==> src/logic/crfp_pkg.sv <==
package crfp_pkg;
	localparam int CLK_HZ = 25_000_000;
	localparam int PICK_TIMEOUT_MS = 18;
	localparam int MOTION_TIMEOUT_MS = 50;
	localparam int PICK_TIMEOUT_CYC = (CLK_HZ / 1000) * PICK_TIMEOUT_MS;
	localparam int MOTION_TIMEOUT_CYC = (CLK_HZ / 1000) * MOTION_TIMEOUT_MS;
	localparam int TIMER_W = 21;
	localparam int STACK_LIMIT = 1000;
	localparam int STACK_W = 10;
	localparam int COL_W = 16;
	localparam int ADDR_W = 8;

	localparam logic [ADDR_W-1:0] CTRL_OFS = 8'h00;
	localparam logic [ADDR_W-1:0] STATUS_OFS = 8'h04;
	localparam logic [ADDR_W-1:0] IRQ_STAT_OFS = 8'h08;
	localparam logic [ADDR_W-1:0] IRQ_MASK_OFS = 8'h0c;
	localparam logic [ADDR_W-1:0] COUNT_OFS = 8'h10;

	localparam int CTRL_READ_CMD_BIT = 0;

	localparam int ST_STARTED_BIT = 0;
	localparam int ST_TROUBLE_BIT = 1;
	localparam int ST_MOTOR_BIT = 2;
	localparam int ST_TEST_BIT = 3;
	localparam int ST_FAULT_LSB = 4;
	localparam int ST_PICKING_BIT = 10;
	localparam int ST_READING_BIT = 11;
	localparam int ST_CMD_PEND_BIT = 12;

	localparam int FAULT_N = 6;
	localparam int F_MOTION = 0;
	localparam int F_LIGHT = 1;
	localparam int F_DARK = 2;
	localparam int F_PICK = 3;
	localparam int F_HOPPER = 4;
	localparam int F_STACKER = 5;

	localparam int IRQ_N = 4;
	localparam int IRQ_TROUBLE_BIT = 0;
	localparam int IRQ_CARD_BIT = 1;
	localparam int IRQ_EOF_BIT = 2;
	localparam int IRQ_START_BIT = 3;
	localparam logic [IRQ_N-1:0] IRQ_MASK_RESET = 4'h0;

	localparam logic [1:0] RESP_OKAY = 2'b00;
	localparam logic [1:0] RESP_SLVERR = 2'b10;

	typedef enum logic [1:0] {
		SEQ_IDLE,
		SEQ_PICK,
		SEQ_READ
	} crfp_seq_t;
endpackage : crfp_pkg

==> src/logic/crfp_timer.sv <==
`timescale 1ns/1ps
`default_nettype none
module crfp_timer #(
	parameter int W = 21,
	parameter int LIMIT = 450000
) (
	input wire logic i_clk,
	input wire logic i_arst_n,
	input wire logic i_run,
	output logic o_expired
);
	logic [W-1:0] count_reg;

	// Restarts whenever run drops; expiry holds until then
	always_ff @(posedge i_clk or negedge i_arst_n) begin
		if (!i_arst_n) begin
			count_reg <= '0;
			o_expired <= 1'b0;
		end else if (!i_run) begin
			count_reg <= '0;
			o_expired <= 1'b0;
		end else if (count_reg == W'(LIMIT - 1)) begin
			o_expired <= 1'b1;
		end else begin
			count_reg <= count_reg + 1'b1;
		end
	end
endmodule : crfp_timer
`default_nettype wire

==> src/logic/crfp_top.sv <==
// Contract
// - Card not through read station within 50 ms raises transport timing fault.
// - Trailing edge a third column or more off column timing raises same fault.
// - No light seen between pick and leading edge flags illumination fault, held.
// - Sensors not darkened before column 1 flags darkening fault, held.
// - Card not at station 18 ms after picker energized flags feed timeout, held.
// - Empty hopper sets flag until cards reloaded and clear pressed.
// - Stacker near 1000 cards sets flag until emptied and clear pressed.
// - Trouble output shows any detected trouble, otherwise none.
// - Start enters started state unless trouble is present.
// - Stop enters stopped off-line state and ceases picking and reading.
// - Clear resets logic and restarts motor once trouble is corrected.
// - Test mode acts as if select and read commands arrive continuously.
// - Start in test mode begins picking at maximum throttled rate.
// - Deck_finished_request switch press generates an deck_finished_request signal.
// - Power switched on produces a reset pulse to initial conditions.
`timescale 1ns/1ps
`default_nettype none
module crfp_top
	import crfp_pkg::*;
#(
	parameter int PICK_CYC = crfp_pkg::PICK_TIMEOUT_CYC,
	parameter int MOTION_CYC = crfp_pkg::MOTION_TIMEOUT_CYC,
	parameter int STACK_MAX = crfp_pkg::STACK_LIMIT
) (
	input wire logic i_clk,
	input wire logic i_arst_n,
	input wire logic i_power_sw,
	input wire logic i_start_sw,
	input wire logic i_stop_sw,
	input wire logic i_clear_sw,
	input wire logic i_test_sw,
	input wire logic i_eof_sw,
	input wire logic i_card_at_station,
	input wire logic i_read_light,
	input wire logic i_station_dark,
	input wire logic i_col_strobe,
	input wire logic i_trail_edge,
	input wire logic i_hopper_empty,
	input wire logic i_stacker_emptied,
	output logic o_picker,
	output logic o_motor_run,
	output logic o_started,
	output logic o_trouble,
	output logic o_test_mode,
	output logic o_deck_finished_request,
	output logic o_power_on_reset,
	output logic o_irq,
	input wire logic [crfp_pkg::ADDR_W-1:0] i_awaddr,
	input wire logic i_awvalid,
	output logic o_awready,
	input wire logic [31:0] i_wdata,
	input wire logic [3:0] i_wstrb,
	input wire logic i_wvalid,
	output logic o_wready,
	output logic [1:0] o_bresp,
	output logic o_bvalid,
	input wire logic i_bready,
	input wire logic [crfp_pkg::ADDR_W-1:0] i_araddr,
	input wire logic i_arvalid,
	output logic o_arready,
	output logic [31:0] o_rdata,
	output logic [1:0] o_rresp,
	output logic o_rvalid,
	input wire logic i_rready
);
	import crfp_pkg::*;

	crfp_seq_t seq_reg, seq_next;
	logic [FAULT_N-1:0] fault_reg, fault_next, fault_set, fault_fixed;
	logic [IRQ_N-1:0] irq_stat_reg, irq_mask_reg, irq_events, irq_clr;
	logic [STACK_W-1:0] stack_cnt_reg;
	logic [COL_W-1:0] col_cnt_reg, col_period_reg;
	logic col_valid_reg, dark_seen_reg, col1_seen_reg, cmd_pend_reg;
	logic start_d_reg, stop_d_reg, clear_d_reg, eof_d_reg, power_d_reg;
	logic [ADDR_W-1:0] aw_addr_reg;
	logic [31:0] w_data_reg;
	logic [3:0] w_strb_reg;
	logic aw_held_reg, w_held_reg;

	// Switch presses and power-on edge
	wire start_press = i_start_sw & ~start_d_reg;
	wire stop_press = i_stop_sw & ~stop_d_reg;
	wire clear_press = i_clear_sw & ~clear_d_reg;
	wire eof_press = i_eof_sw & ~eof_d_reg;
	wire power_rise = i_power_sw & ~power_d_reg;
	wire init = ~i_power_sw | power_rise;

	wire trouble_now = |fault_reg;
	wire pick_timeout;
	wire motion_timeout;

	// Demand for a card: host command or continuous in test mode
	wire read_demand = i_test_sw | cmd_pend_reg;
	wire may_pick = o_started & o_motor_run & ~trouble_now & read_demand;

	// Column phase of trailing edge, compared as thirds of a column
	wire [COL_W+1:0] phase3 = {2'b00, col_cnt_reg} * (COL_W+2)'(3);
	wire [COL_W+1:0] rest3 = {2'b00, col_period_reg - col_cnt_reg} * (COL_W+2)'(3);
	wire [COL_W+1:0] period_w = {2'b00, col_period_reg};
	wire trail_skew = col_valid_reg & (phase3 >= period_w) & (rest3 >= period_w);

	wire in_pick = (seq_reg == SEQ_PICK);
	wire in_read = (seq_reg == SEQ_READ);
	wire card_done = in_read & i_trail_edge;

	crfp_timer #(
		.W(TIMER_W),
		.LIMIT(PICK_CYC)
	) u_pick_timer (
		.i_clk(i_clk),
		.i_arst_n(i_arst_n),
		.i_run(in_pick),
		.o_expired(pick_timeout)
	);

	crfp_timer #(
		.W(TIMER_W),
		.LIMIT(MOTION_CYC)
	) u_motion_timer (
		.i_clk(i_clk),
		.i_arst_n(i_arst_n),
		.i_run(in_read),
		.o_expired(motion_timeout)
	);

	// Fault detection
	assign fault_set[F_MOTION] = in_read & (motion_timeout | (i_trail_edge & trail_skew));
	assign fault_set[F_LIGHT] = in_pick & ~i_card_at_station & ~i_read_light;
	assign fault_set[F_DARK] = in_read & i_col_strobe & ~col1_seen_reg & ~dark_seen_reg
		& ~i_station_dark;
	assign fault_set[F_PICK] = in_pick & pick_timeout & ~i_card_at_station;
	assign fault_set[F_HOPPER] = i_hopper_empty;
	// Emptying clear resets the count in the same cycle
	assign fault_set[F_STACKER] = (stack_cnt_reg >= STACK_W'(STACK_MAX))
		& ~(clear_press & i_stacker_emptied);

	// Condition corrected, so that clear may drop the flag
	assign fault_fixed[F_MOTION] = ~i_card_at_station;
	assign fault_fixed[F_LIGHT] = i_read_light;
	assign fault_fixed[F_DARK] = 1'b1;
	assign fault_fixed[F_PICK] = 1'b1;
	assign fault_fixed[F_HOPPER] = ~i_hopper_empty;
	assign fault_fixed[F_STACKER] = i_stacker_emptied;

	// Set wins over clear
	assign fault_next = (fault_reg & ~({FAULT_N{clear_press}} & fault_fixed)) | fault_set;
	wire trouble_next = |fault_next;

	// Card sequencing
	always_comb begin
		seq_next = seq_reg;
		unique case (seq_reg)
			SEQ_IDLE: begin
				if (may_pick) begin
					seq_next = SEQ_PICK;
				end
			end
			SEQ_PICK: begin
				if (i_card_at_station) begin
					seq_next = SEQ_READ;
				end
			end
			SEQ_READ: begin
				if (i_trail_edge) begin
					seq_next = SEQ_IDLE;
				end
			end
		endcase
		if (stop_press | clear_press | (|fault_set)) begin
			seq_next = SEQ_IDLE;
		end
	end

	// AXI4-Lite decode
	wire aw_fire = i_awvalid & o_awready;
	wire w_fire = i_wvalid & o_wready;
	wire wr_go = aw_held_reg & w_held_reg & ~o_bvalid;
	wire ar_fire = i_arvalid & o_arready;
	wire wr_ctrl = wr_go & (aw_addr_reg == CTRL_OFS);
	wire wr_mask = wr_go & (aw_addr_reg == IRQ_MASK_OFS);
	wire wr_known = wr_ctrl | wr_mask | (aw_addr_reg == STATUS_OFS)
		| (aw_addr_reg == IRQ_STAT_OFS) | (aw_addr_reg == COUNT_OFS);
	wire read_cmd_wr = wr_ctrl & w_strb_reg[0] & w_data_reg[CTRL_READ_CMD_BIT];

	wire [31:0] status_word = {19'h0, cmd_pend_reg, in_read, in_pick, fault_reg,
		i_test_sw, o_motor_run, trouble_now, o_started};
	wire rd_known = (i_araddr == CTRL_OFS) | (i_araddr == STATUS_OFS)
		| (i_araddr == IRQ_STAT_OFS) | (i_araddr == IRQ_MASK_OFS)
		| (i_araddr == COUNT_OFS);
	wire [31:0] rd_word = (i_araddr == CTRL_OFS) ? {31'h0, cmd_pend_reg} :
		(i_araddr == STATUS_OFS) ? status_word :
		(i_araddr == IRQ_STAT_OFS) ? {28'h0, irq_stat_reg} :
		(i_araddr == IRQ_MASK_OFS) ? {28'h0, irq_mask_reg} :
		(i_araddr == COUNT_OFS) ? {22'h0, stack_cnt_reg} : 32'h0;

	// Interrupt events; read of status clears, new event wins
	assign irq_events[IRQ_TROUBLE_BIT] = trouble_next & ~trouble_now;
	assign irq_events[IRQ_CARD_BIT] = card_done;
	assign irq_events[IRQ_EOF_BIT] = eof_press;
	assign irq_events[IRQ_START_BIT] = start_press & ~trouble_now & ~o_started;
	assign irq_clr = {IRQ_N{ar_fire & (i_araddr == IRQ_STAT_OFS)}};
	wire [IRQ_N-1:0] irq_stat_next = (irq_stat_reg & ~irq_clr) | irq_events;

	always_ff @(posedge i_clk or negedge i_arst_n) begin
		if (!i_arst_n) begin
			start_d_reg <= 1'b0;
			stop_d_reg <= 1'b0;
			clear_d_reg <= 1'b0;
			eof_d_reg <= 1'b0;
			power_d_reg <= 1'b0;
		end else begin
			start_d_reg <= i_start_sw;
			stop_d_reg <= i_stop_sw;
			clear_d_reg <= i_clear_sw;
			eof_d_reg <= i_eof_sw;
			power_d_reg <= i_power_sw;
		end
	end

	// Operating state, faults and panel outputs
	always_ff @(posedge i_clk or negedge i_arst_n) begin
		if (!i_arst_n) begin
			seq_reg <= SEQ_IDLE;
			fault_reg <= '0;
			o_started <= 1'b0;
			o_motor_run <= 1'b0;
			o_trouble <= 1'b0;
			o_picker <= 1'b0;
			o_test_mode <= 1'b0;
			o_deck_finished_request <= 1'b0;
			o_power_on_reset <= 1'b1;
			cmd_pend_reg <= 1'b0;
		end else if (init) begin
			seq_reg <= SEQ_IDLE;
			fault_reg <= '0;
			o_started <= 1'b0;
			o_motor_run <= i_power_sw;
			o_trouble <= 1'b0;
			o_picker <= 1'b0;
			o_test_mode <= i_test_sw;
			o_deck_finished_request <= 1'b0;
			o_power_on_reset <= power_rise;
			cmd_pend_reg <= 1'b0;
		end else begin
			seq_reg <= seq_next;
			fault_reg <= fault_next;
			o_trouble <= trouble_next;
			o_picker <= (seq_next == SEQ_PICK);
			o_test_mode <= i_test_sw;
			o_deck_finished_request <= eof_press;
			o_power_on_reset <= 1'b0;
			if (stop_press | trouble_next) begin
				o_started <= 1'b0;
			end else if (start_press) begin
				o_started <= 1'b1;
			end
			if (fault_set[F_MOTION]) begin
				o_motor_run <= 1'b0;
			end else if (clear_press & ~trouble_next) begin
				o_motor_run <= 1'b1;
			end
			if (stop_press | clear_press | init) begin
				cmd_pend_reg <= 1'b0;
			end else if (read_cmd_wr) begin
				cmd_pend_reg <= 1'b1;
			end else if (in_pick) begin
				cmd_pend_reg <= 1'b0;
			end
		end
	end

	// Column timing and per-card tracking
	always_ff @(posedge i_clk or negedge i_arst_n) begin
		if (!i_arst_n) begin
			col_cnt_reg <= '0;
			col_period_reg <= '0;
			col_valid_reg <= 1'b0;
			dark_seen_reg <= 1'b0;
			col1_seen_reg <= 1'b0;
		end else if (!in_read) begin
			col_cnt_reg <= '0;
			col_period_reg <= '0;
			col_valid_reg <= 1'b0;
			dark_seen_reg <= 1'b0;
			col1_seen_reg <= 1'b0;
		end else begin
			if (i_station_dark) begin
				dark_seen_reg <= 1'b1;
			end
			if (i_col_strobe) begin
				col_cnt_reg <= COL_W'(1); // Whole cycles since strobe
				col1_seen_reg <= 1'b1;
				col_period_reg <= col_cnt_reg;
				col_valid_reg <= col1_seen_reg;
			end else if (col_cnt_reg != {COL_W{1'b1}}) begin
				col_cnt_reg <= col_cnt_reg + 1'b1;
			end
		end
	end

	// Stacker fill count
	always_ff @(posedge i_clk or negedge i_arst_n) begin
		if (!i_arst_n) begin
			stack_cnt_reg <= '0;
		end else if (clear_press & i_stacker_emptied) begin
			stack_cnt_reg <= '0;
		end else if (card_done & ~fault_set[F_STACKER]) begin
			stack_cnt_reg <= stack_cnt_reg + 1'b1;
		end
	end

	// Interrupt registers
	always_ff @(posedge i_clk or negedge i_arst_n) begin
		if (!i_arst_n) begin
			irq_stat_reg <= '0;
			irq_mask_reg <= IRQ_MASK_RESET;
			o_irq <= 1'b0;
		end else begin
			irq_stat_reg <= irq_stat_next;
			if (wr_mask & w_strb_reg[0]) begin
				irq_mask_reg <= w_data_reg[IRQ_N-1:0];
			end
			o_irq <= |(irq_stat_next & irq_mask_reg);
		end
	end

	// AXI4-Lite write channel
	always_ff @(posedge i_clk or negedge i_arst_n) begin
		if (!i_arst_n) begin
			aw_held_reg <= 1'b0;
			w_held_reg <= 1'b0;
			aw_addr_reg <= '0;
			w_data_reg <= '0;
			w_strb_reg <= '0;
			o_awready <= 1'b1;
			o_wready <= 1'b1;
			o_bvalid <= 1'b0;
			o_bresp <= RESP_OKAY;
		end else begin
			if (aw_fire) begin
				aw_held_reg <= 1'b1;
				aw_addr_reg <= i_awaddr;
				o_awready <= 1'b0;
			end
			if (w_fire) begin
				w_held_reg <= 1'b1;
				w_data_reg <= i_wdata;
				w_strb_reg <= i_wstrb;
				o_wready <= 1'b0;
			end
			if (wr_go) begin
				o_bvalid <= 1'b1;
				o_bresp <= wr_known ? RESP_OKAY : RESP_SLVERR;
				aw_held_reg <= 1'b0;
				w_held_reg <= 1'b0;
			end
			if (o_bvalid & i_bready) begin
				o_bvalid <= 1'b0;
				o_awready <= 1'b1;
				o_wready <= 1'b1;
			end
		end
	end

	// AXI4-Lite read channel
	always_ff @(posedge i_clk or negedge i_arst_n) begin
		if (!i_arst_n) begin
			o_arready <= 1'b1;
			o_rvalid <= 1'b0;
			o_rdata <= '0;
			o_rresp <= RESP_OKAY;
		end else if (ar_fire) begin
			o_arready <= 1'b0;
			o_rvalid <= 1'b1;
			o_rdata <= rd_word;
			o_rresp <= rd_known ? RESP_OKAY : RESP_SLVERR;
		end else if (o_rvalid & i_rready) begin
			o_rvalid <= 1'b0;
			o_arready <= 1'b1;
		end
	end
endmodule : crfp_top
`default_nettype wire

==> config.mk <==
export PLATFORM = sky130hd
export DESIGN_NAME = crfp_top
export DESIGN_NICKNAME = d
export VERILOG_FILES = /design/src/logic/crfp_pkg.sv /design/src/logic/crfp_timer.sv /design/src/logic/crfp_top.sv
export SDC_FILE = /design/constraint.sdc
export NUM_CORES = 1
export LEC_CHECK = 0
export ABC_AREA = 1
export BUFFER_PORTS_ARGS = -buffer_cell sky130_fd_sc_hd__buf_2
export CAP_MARGIN = 20
export CORE_AREA = 5 5 139 141
export CTS_CLUSTER_DIAMETER = 150
export DETAILED_ROUTE_END_ITERATION = 7
export DIE_AREA = 0 0 144 146
export PLACE_DENSITY_LB_ADDON = 0.08
export SKIP_CTS_REPAIR_TIMING = 1
export SLEW_MARGIN = 20
export SYNTH_ARGS = -nofsm -noshare
export SYNTH_HDL_FRONTEND = slang
export SYNTH_SLANG_ARGS = --single-unit
==> constraint.sdc <==
create_clock -name i_clk -period 5.5 [get_ports i_clk]
set_clock_uncertainty 0.15 [all_clocks]
set_input_delay 0.55 -clock i_clk [delete_from_list [all_inputs] [get_ports i_clk]]
set_output_delay 0.55 -clock i_clk [all_outputs]
set_load 0.01 [all_outputs]
==> flow_metrics.py, run 1 <==
metrics = {
    "status": {
        "outcome": "finished clean",
    },
    "layout": {
        "postLayoutCellArea_mm2": 0.0118,
        "finish.net_count": 1668,
        "area_growth_pct": 11.5,
        "final_layout_size_suffix_gt1_share_pct": 10.3,
        "antenna_cells": 0,
        "num-fill-cells": 1570,
    },
    "pwr": {
        "p_clk_share_pct": 43.1,
        "ir_drop_uv": 244,
        "pwr-share-seq_pct": 46.4,
        "p_sw_share_pct": 29.5,
        "leakage_nw": 6.10,
        "p_comb_share_pct": 10.5,
        "power_switching_mw": 0.818,
        "total_power_mw": 2.78,
        "power.internal_mw": 1.96,
        "p_per_area_mw_per_mm2": 236,
    },
    "yosys": {
        "synth-seq-area-share_pct": 36.5,
        "synth_xor_area_share_pct": 2.97,
        "synthesis.instances": 1424,
        "yosysTopAreaCell": "dfrtp_1",
        "synth_edf_count": 0,
        "synth_ff_type": "dfrtp_1",
        "yosys_warnings": 0,
        "yosysUniqueCellTypes": 54,
        "synth_top_area_share_pct": 35.5,
        "synthAdderAreaFrac_pct": 10.8,
        "ys_ff_latch": 154,
        "synth_simple_gate_area_share_pct": 26.1,
        "async_flop_share_pct": 100,
        "synth_top_family_by_area": "simple AND/OR/NAND/NOR gates",
        "synth_compound_area_share_pct": 13.2,
        "synth_mux_area_share_pct": 0.107,
        "synthesis.area_mm2": 0.0106,
        "synthTopCellsByArea": "dfrtp_1 (36%), nand2_1 (12%), ha_1 (10%)",
        "avgSynthCellArea_um2": 7.42,
    },
    "place": {
        "port_buffers": 68,
        "dp_hpwl_um": 19100,
        "place_ws_ps": 355,
        "placed_cell_area_mm2": 0.0111,
        "place.gp.congestion": 0.933,
    },
    "grt": {
        "grt_first_pass_wirelength_um": 40900,
        "gr-max-usage-layer": "met2",
        "use_met2_pct": 36.5,
        "use_met1_pct": 34.5,
        "grt.total_usage_pct": 23.8,
        "grt_overflow_total": 0,
        "grt_max_degree": 110,
        "met3_usage_pct": 4.17,
        "antenna_found_initial": 1,
        "grt_pass1_vias": 8492,
    },
    "die": {
        "fp.dieW_um": 144,
        "start_util_pct": 59.2,
        "io_pins": 121,
        "die_area_mm2": 0.0210,
        "fp-row-count": 49,
        "die_y_um": 146,
        "core_mm2": 0.0178,
    },
    "route": {
        "routed_wl_um": 24900,
        "drcViolationCount": 0,
        "drt-wirelength-per-cell_um": 14.2,
        "postRouteAntennaNets": 0,
        "drt_iter0_markers": 561,
        "vias_per_cell": 5.40,
        "vias": 9437,
        "first_pass_iters": 5,
    },
    "timing": {
        "setup_slack_ps": 467,
        "finalCriticalPeriod_ps": 5030,
        "worst_pin_slew_ps": 854,
        "max_freq_mhz": 199,
        "rsz0062_at_grt": "no",
        "setup_viol_count_final": 0,
        "finalHoldViolations": 0,
        "fin_hold_ws_ps": 80.6,
        "timing.final.crit_share_pct": 91.5,
        "slew_violations": 0,
        "tns_ps": 0,
        "timing.slew.headroom_pct": 42.5,
    },
    "critical_path": {
        "critPathLaunch": "col_period_reg[0]$_DFFE_PN0P_",
        "setup.worst_path.end": "o_irq$_DFF_PN0_",
        "regToRegEndpoint": "o_irq$_DFF_PN0_",
        "rrSetupSlack_ps": 470,
        "critical_path.max_stage_delay_ps": 420,
        "arrival_ps": 5200,
        "reg2reg_from": "col_period_reg[0]$_DFFE_PN0P_",
        "end_kind": "register",
        "path_max_fanout": 4,
        "crit_top_cell": "nand2_1",
        "worst-endpoint-required_ps": 5670,
        "critPathSlowestCell": "dfrtp_1",
        "path_buf_inv": 3,
        "path_delay_family": "simple AND/OR/NAND/NOR gates",
        "reg2regPathDepth": 33,
        "startpoint_type": "register",
        "crit_type": "reg2reg",
        "cp.depth": 33,
    },
    "job": {
        "max-cap-violations": 0,
    },
    "cts": {
        "cts_root_buf": "clkbuf_16",
        "cts_tree": "done",
        "cts.sinks": 154,
        "clkTransAtPathRegs_ps": 70,
        "htreeDepth": 4,
        "cts_buffer_depth": 2,
        "clock_latency_ps": 440,
        "cts_buffers": 17,
    },
    "min_path": {
        "hp-start": "i_clear_sw",
        "hp-class": "in2reg",
    },
}
==> logic make-up (layout without fill, tap and decap cells) <==
| kind of cell | after synthesis | count (layout) |
|---|---|---|
| XOR/XNOR | 35 | 35 |
| multiplexers | 1 | 1 |
| AO/OA/AOI/OAI | 250 | 250 |
| other | 1 | 21 |
| flip-flops | 154 | 154 |
| buffers and inverters | 267 | 343 |
| adder cells (fa/ha/maj) | 89 | 89 |
| AND/OR/NAND/NOR | 627 | 627 |
==> cell usage after synthesis (all sizes together), types with 2 or more instances <==
cell type	count
a2111oi	2
a211oi	11
a21oi	101
a221oi	2
a31oi	6
and2	4
buf	22
clkbuf	11
clkinv	2
dfrtp	150
dfstp	4
fa	3
ha	86
inv	232
nand2	346
nand3	66
nand3b	3
nand4	25
nor2	123
nor3	38
nor3b	3
nor4	16
o2111ai	2
o211ai	5
o21a	2
o21ai	88
o22ai	24
xnor2	7
xor2	28
==> final cells by class <==
type | count | area (um^2) | share of cell area (%)
Clock buffer | 18 | 439 | 3.73
Clock inverter | 14 | 175 | 1.49
Inverter | 234 | 878 | 7.45
Multi-Input combinational cell | 1023 | 5710 | 48.5
Sequential cell | 154 | 3860 | 32.7
Tap cell | 229 | 287 | 2.43
Timing Repair Buffer | 77 | 437 | 3.71
==> how the worst min path moves through the flow <==
stage,depth (start not counted),slack [ps],endpoint
after detailed placement,1,260,o_power_on_reset$_DFF_PN1_
final,1,80,clear_d_reg$_DFF_PN0_
after global routing,1,70,clear_d_reg$_DFF_PN0_
after global placement,1,260,o_power_on_reset$_DFF_PN1_
after floorplan,0,100,aw_addr_reg[0]$_DFFE_PN0P_
after CTS,1,80,clear_d_reg$_DFF_PN0_
==> power by group through the flow <==
stage | Clock (mW) | Combinational (mW) | Sequential (mW)
after floorplan | 0 | 0.170 | 1.31
after global placement | 0 | 0.285 | 1.31
after detailed placement | 0 | 0.292 | 1.31
after CTS | 1.21 | 0.293 | 1.29
after global routing | 1.26 | 0.334 | 1.30
final | 1.20 | 0.291 | 1.29
==> placed cells by master, fill, tap and decap left out, types with 21 or more instances in the layout <==
cell	n
o21ai_0	86
a21oi_1	99
dfrtp_1	150
o22ai_1	24
inv_1	231
conb_1	21
nand4_1	24
nor2_1	116
nor3_1	37
nand2_1	327
nand3_1	59
xor2_1	26
ha_1	86
buf_2	67
==> metal layers <==
layer | routed length (um) | vias up
li1 | - | 4828
met1 | 11900 | 4344
met2 | 11300 | 221
met3 | 1270 | 42
met4 | 410 | 2
met5 | 13 | -
==> stage by stage <==
| step | util, % | instances |
|---|---|---|
| after global placement | 62.3 | 1713 |
| after floorplan | - | 1444 |
| after global routing | 66.1 | 1749 |
| final | 66.1 | 1749 |
| after CTS | 65.7 | 1745 |
| after detailed placement | 62.3 | 1713 |
No activity file was read; power rests on OpenSTA's default activity.
==> run 2, diff against run 1 <==
Settings changed: PLACE_DENSITY from default to 0.92, PLACE_DENSITY_LB_ADDON 0.08 to default, SKIP_LAST_GASP from default to 1.
==> flow_metrics.py, run 2 (synthesis gave the netlist of run 1 again) <==
metrics = {
    "status": {
        "outcome": "finished clean",
    },
    "grt": {
        "grt_pass1_vias": 9828,
        "grt_first_pass_wirelength_um": 43700,
        "grt_overflow_total": 0,
        "grt.total_usage_pct": 25.1,
        "grt_max_degree": 98,
        "antenna_found_initial": 0,
    },
    "critical_path": {
        "regToRegEndpoint": "o_irq$_DFF_PN0_",
        "worst-endpoint-required_ps": 5660,
        "rrSetupSlack_ps": 430,
        "arrival_ps": 5230,
        "reg2regPathDepth": 33,
        "reg2reg_from": "col_period_reg[0]$_DFFE_PN0P_",
        "end_kind": "register",
        "critPathSlowestCell": "dfrtp_1",
        "path_max_fanout": 5,
        "crit_type": "reg2reg",
        "crit_top_cell": "nand2_1",
        "startpoint_type": "register",
        "critical_path.max_stage_delay_ps": 430,
    },
    "layout": {
        "final_cells": 1745,
        "finish.net_count": 1664,
        "postLayoutCellArea_mm2": 0.0117,
        "area_growth_pct": 10.5,
        "final_layout_size_suffix_gt1_share_pct": 9.83,
        "final_common_cell": "nand2_1",
        "antenna_cells": 0,
        "final_cell_mix": "nand2_1 (327), inv_1 (231), dfrtp_1 (150)",
        "fin_util_pct": 65.4,
    },
    "die": {
        "fp.dieW_um": 144,
        "start_util_pct": 59.2,
        "die_area_mm2": 0.0210,
        "io_pins": 121,
        "die_y_um": 146,
        "fp-row-count": 49,
        "core_mm2": 0.0178,
    },
    "place": {
        "dp.cells": 1712,
        "dp_hpwl_um": 19100,
        "place_ws_ps": 441,
        "port_buffers": 68,
        "place.gp.congestion": 0.924,
        "placed_cell_area_mm2": 0.0111,
    },
    "timing": {
        "max_freq_mhz": 197,
        "tns_ps": 0,
        "finalHoldViolations": 0,
        "setup_slack_ps": 433,
        "setup_viol_count_final": 0,
        "timing.final.crit_share_pct": 92.1,
        "fin_hold_ws_ps": 52.1,
        "rsz0062_at_grt": "no",
        "slew_violations": 0,
        "worst_pin_slew_ps": 971,
        "timing.slew.headroom_pct": 34.6,
        "finalCriticalPeriod_ps": 5070,
    },
    "route": {
        "postRouteAntennaNets": 0,
        "first_pass_iters": 6,
        "vias_per_cell": 5.72,
        "vias": 9977,
        "drcViolationCount": 0,
        "drt-wirelength-per-cell_um": 14.8,
        "drt_iter0_markers": 868,
        "routed_wl_um": 25800,
    },
    "cts": {
        "cts_buffer_depth": 2,
        "cts_buffers": 17,
        "htreeDepth": 4,
        "clkTransAtPathRegs_ps": 70,
        "cts_tree": "done",
        "cts_root_buf": "clkbuf_16",
        "clock_latency_ps": 430,
        "cts.sinks": 154,
    },
    "pwr": {
        "leakage_nw": 6.03,
        "p_per_area_mw_per_mm2": 232,
        "total_power_mw": 2.71,
        "ir_drop_uv": 285,
    },
    "min_path": {
        "hp-class": "in2async",
    },
    "job": {
        "max-cap-violations": 0,
    },
}
==> run 2: cell types whose count changed in the layout (fill, tap and decap cells not counted), sizes merged <==
cell / change
clkbuf: +3
buf: -3
clkinv: -5
clkinvlp: +4
bufinv: +1
inv: -3
dlygate4sd3: -1
==> run 2: worst max path at each step <==
stage	start	end	slack, ps
after floorplan	col_period_reg[0]$_DFFE_PN0P_	o_irq$_DFF_PN0_	1040
after global placement	col_period_reg[0]$_DFFE_PN0P_	o_irq$_DFF_PN0_	530
after detailed placement	col_period_reg[0]$_DFFE_PN0P_	o_irq$_DFF_PN0_	440
after CTS	col_period_reg[0]$_DFFE_PN0P_	o_irq$_DFF_PN0_	390
after global routing	col_period_reg[0]$_DFFE_PN0P_	o_irq$_DFF_PN0_	40
final	col_period_reg[0]$_DFFE_PN0P_	o_irq$_DFF_PN0_	430
==> run 2: layer usage <==
metal	vias up	wire length (um)	global-route usage [%]
li1	4807	-	-
met1	4656	10400	30.5
met2	421	12800	42.5
met3	93	1640	5.26
met4	0	953	11.0
met5	-	0	0
==> run 2: critical path: cells and delay by family (launching register included) <==
family	cells	cell delay, ps
buffers and inverters	3	250
AND/OR/NAND/NOR	19	1740
flip-flops	1	430
XOR/XNOR	2	340
adder cells (fa/ha/maj)	4	1160
AO/OA/AOI/OAI	5	890
==> run 2: final cells by class <==
type	count	area, um^2
clock buffer	21	450
clock inverter	11	113
fill	1375	6170
inverter	234	878
multi-input combinational	1023	5700
sequential	154	3860
tap	229	287
timing repair buffer	73	384
==> run 2: report_power, final <==
| part | internal (mW) | total (mW) | switching [mW] |
|---|---|---|---|
| registers | 1.23 | 1.30 | 0.0636 |
| clock network | 0.640 | 1.12 | 0.483 |
| logic | 0.0978 | 0.292 | 0.194 |
| total | 1.97 | 2.71 | 0.740 |
==> run 3, diff against run 2 <==
Settings changed: BUFFER_PORTS_ARGS -buffer_cell sky130_fd_sc_hd__buf_2 to default, CORE_AREA 5 5 139 141 to 5 5 134 136, DIE_AREA 0 0 144 146 to 0 0 139 141, DONT_BUFFER_PORTS from default to 1, PLACE_DENSITY 0.92 to 0.91.
==> flow_metrics.py, run 3 (synthesis gave the netlist of run 1 again) <==
metrics = {
    "status": {
        "outcome": "finished with violations",
        "violations": "negative hold slack",
    },
    "route": {
        "drt_iter0_markers": 794,
        "drt-wirelength-per-cell_um": 15.2,
        "drcViolationCount": 0,
        "wl_met3_um": 1660,
        "postRouteAntennaNets": 0,
        "highest_layer": "met4",
        "vias_per_cell": 5.76,
        "routed_wl_um": 25500,
        "wl_met1_um": 10400,
        "vias": 9659,
        "route.met2.wl_um": 12600,
        "first_pass_iters": 6,
    },
    "layout": {
        "finish.net_count": 1602,
        "area_growth_pct": 8.40,
        "final_common_cell": "nand2_1",
        "final_cell_mix": "nand2_1 (327), inv_1 (231), dfrtp_1 (150)",
        "num-fill-cells": 1312,
        "antenna_cells": 0,
        "final_layout_size_suffix_gt1_share_pct": 5.78,
    },
    "die": {
        "fp-row-count": 48,
        "core_mm2": 0.0168,
        "io_pins": 121,
        "die_area_mm2": 0.0196,
        "start_util_pct": 62.8,
        "fp.dieW_um": 139,
        "die_y_um": 141,
    },
    "grt": {
        "grt_overflow_total": 0,
        "grt_pass1_vias": 9407,
        "antenna_found_initial": 0,
        "grt_first_pass_wirelength_um": 42900,
        "grt_max_degree": 155,
        "grt.total_usage_pct": 26.2,
    },
    "pwr": {
        "ir_drop_uv": 272,
        "p_clk_share_pct": 43.7,
        "p_comb_share_pct": 8.4,
        "power_switching_mw": 0.758,
        "pwr-share-seq_pct": 47.9,
        "leakage_nw": 5.80,
        "power.internal_mw": 1.99,
        "total_power_mw": 2.75,
        "p_sw_share_pct": 27.6,
        "p_per_area_mw_per_mm2": 240,
    },
    "place": {
        "dp_hpwl_um": 18700,
        "place.gp.congestion": 0.925,
        "place_ws_ps": 415,
        "port_buffers": 0,
    },
    "cts": {
        "cts_tree": "done",
        "clock_latency_ps": 440,
        "cts_root_buf": "clkbuf_16",
        "cts_buffer_depth": 2,
        "cts_buffers": 17,
        "clkTransAtPathRegs_ps": 70,
        "cts.sinks": 154,
        "htreeDepth": 4,
    },
    "critical_path": {
        "arrival_ps": 5280,
        "reg2reg_from": "col_period_reg[0]$_DFFE_PN0P_",
        "end_kind": "register",
        "startpoint_type": "register",
        "crit_type": "reg2reg",
        "critical_path.max_stage_delay_ps": 440,
        "path_max_fanout": 4,
        "critPathLaunch": "col_period_reg[0]$_DFFE_PN0P_",
        "crit_top_cell": "nand2_1",
        "worst-endpoint-required_ps": 5670,
        "critPathSlowestCell": "fa_1",
    },
    "job": {
        "max-cap-violations": 0,
    },
    "timing": {
        "timing.final.crit_share_pct": 92.8,
        "finalCriticalPeriod_ps": 5100,
        "fin_hold_ws_ps": -109,
        "timing.slew.headroom_pct": 37.6,
        "max_freq_mhz": 196,
        "rsz0062_at_grt": "yes",
        "finalHoldViolations": 50,
        "tns_ps": 0,
        "slew_violations": 0,
        "setup_viol_count_final": 0,
        "setup_slack_ps": 397,
        "worst_pin_slew_ps": 927,
    },
    "min_path": {
        "hp-class": "in2async",
    },
}
run 3: final cells by class:
type / instances / area [um^2] / area share [%]
clock inverters: 14 / 179 / 1.56
multi-input cells: 1023 / 5710 / 49.9
well taps: 225 / 282 / 2.46
flip-flops and latches: 154 / 3860 / 33.7
inverters: 234 / 878 / 7.67
clock buffers: 17 / 425 / 3.71
repair buffers: 11 / 118 / 1.03
run 3: per-stage QoR:
| stage | utilization, % | cell area (um^2) | hold WS, ps | std cells |
|---|---|---|---|---|
| 5_1_grt | 68.1 | 11500 | 30.5 | 1678 |
| 3_3_place_gp | 63.9 | 10700 | 107 | 1639 |
| 6_report | 68.1 | 11500 | -109 | 1678 |
| 4_1_cts | 67.5 | 11300 | -355 | 1670 |
| 3_5_place_dp | 63.9 | 10700 | 107 | 1639 |
| 2_1_floorplan | - | 10600 | 104 | 1444 |
run 3: layer usage:
metal	vias to the layer above	track usage, %
met3	83	5.16
met4	0	9.99
met2	360	44.5
met5	-	0
li1	4682	-
met1	4534	33.2
run 3: worst paths after layout:
path | end | slack (ps) | cells past startpoint
max in group asynchronous | col_period_reg[11]$_DFFE_PN0P_ | 4640 | 1
min in group i_clk | o_wready$_DFFE_PN1P_ | 20 | 1
max | o_irq$_DFF_PN0_ | 400 | 33
max reg2reg | o_irq$_DFF_PN0_ | 400 | 33
min reg2reg | o_power_on_reset$_DFF_PN1_ | 290 | 1
min | o_rdata[7]$_DFFE_PN0P_ | -110 | 1
run 3: critical path: cells and delay by family, from the launching register on:
kind,cells,cell delay [ps]
adder cells (fa/ha/maj),4,1220
AO/OA/AOI/OAI,5,910
buffers and inverters,3,250
AND/OR/NAND/NOR,19,1700
XOR/XNOR,2,360
flip-flops,1,420
run 3: power by group through the flow:
| stage | combinational, mW | sequential (mW) | clock (mW) |
|---|---|---|---|
| floorplan | 0.170 | 1.31 | 0 |
| global placement | 0.185 | 1.33 | 0 |
| detailed placement | 0.198 | 1.34 | 0 |
| CTS | 0.202 | 1.32 | 1.21 |
| global route | 0.267 | 1.33 | 1.26 |
| finish | 0.229 | 1.32 | 1.20 |
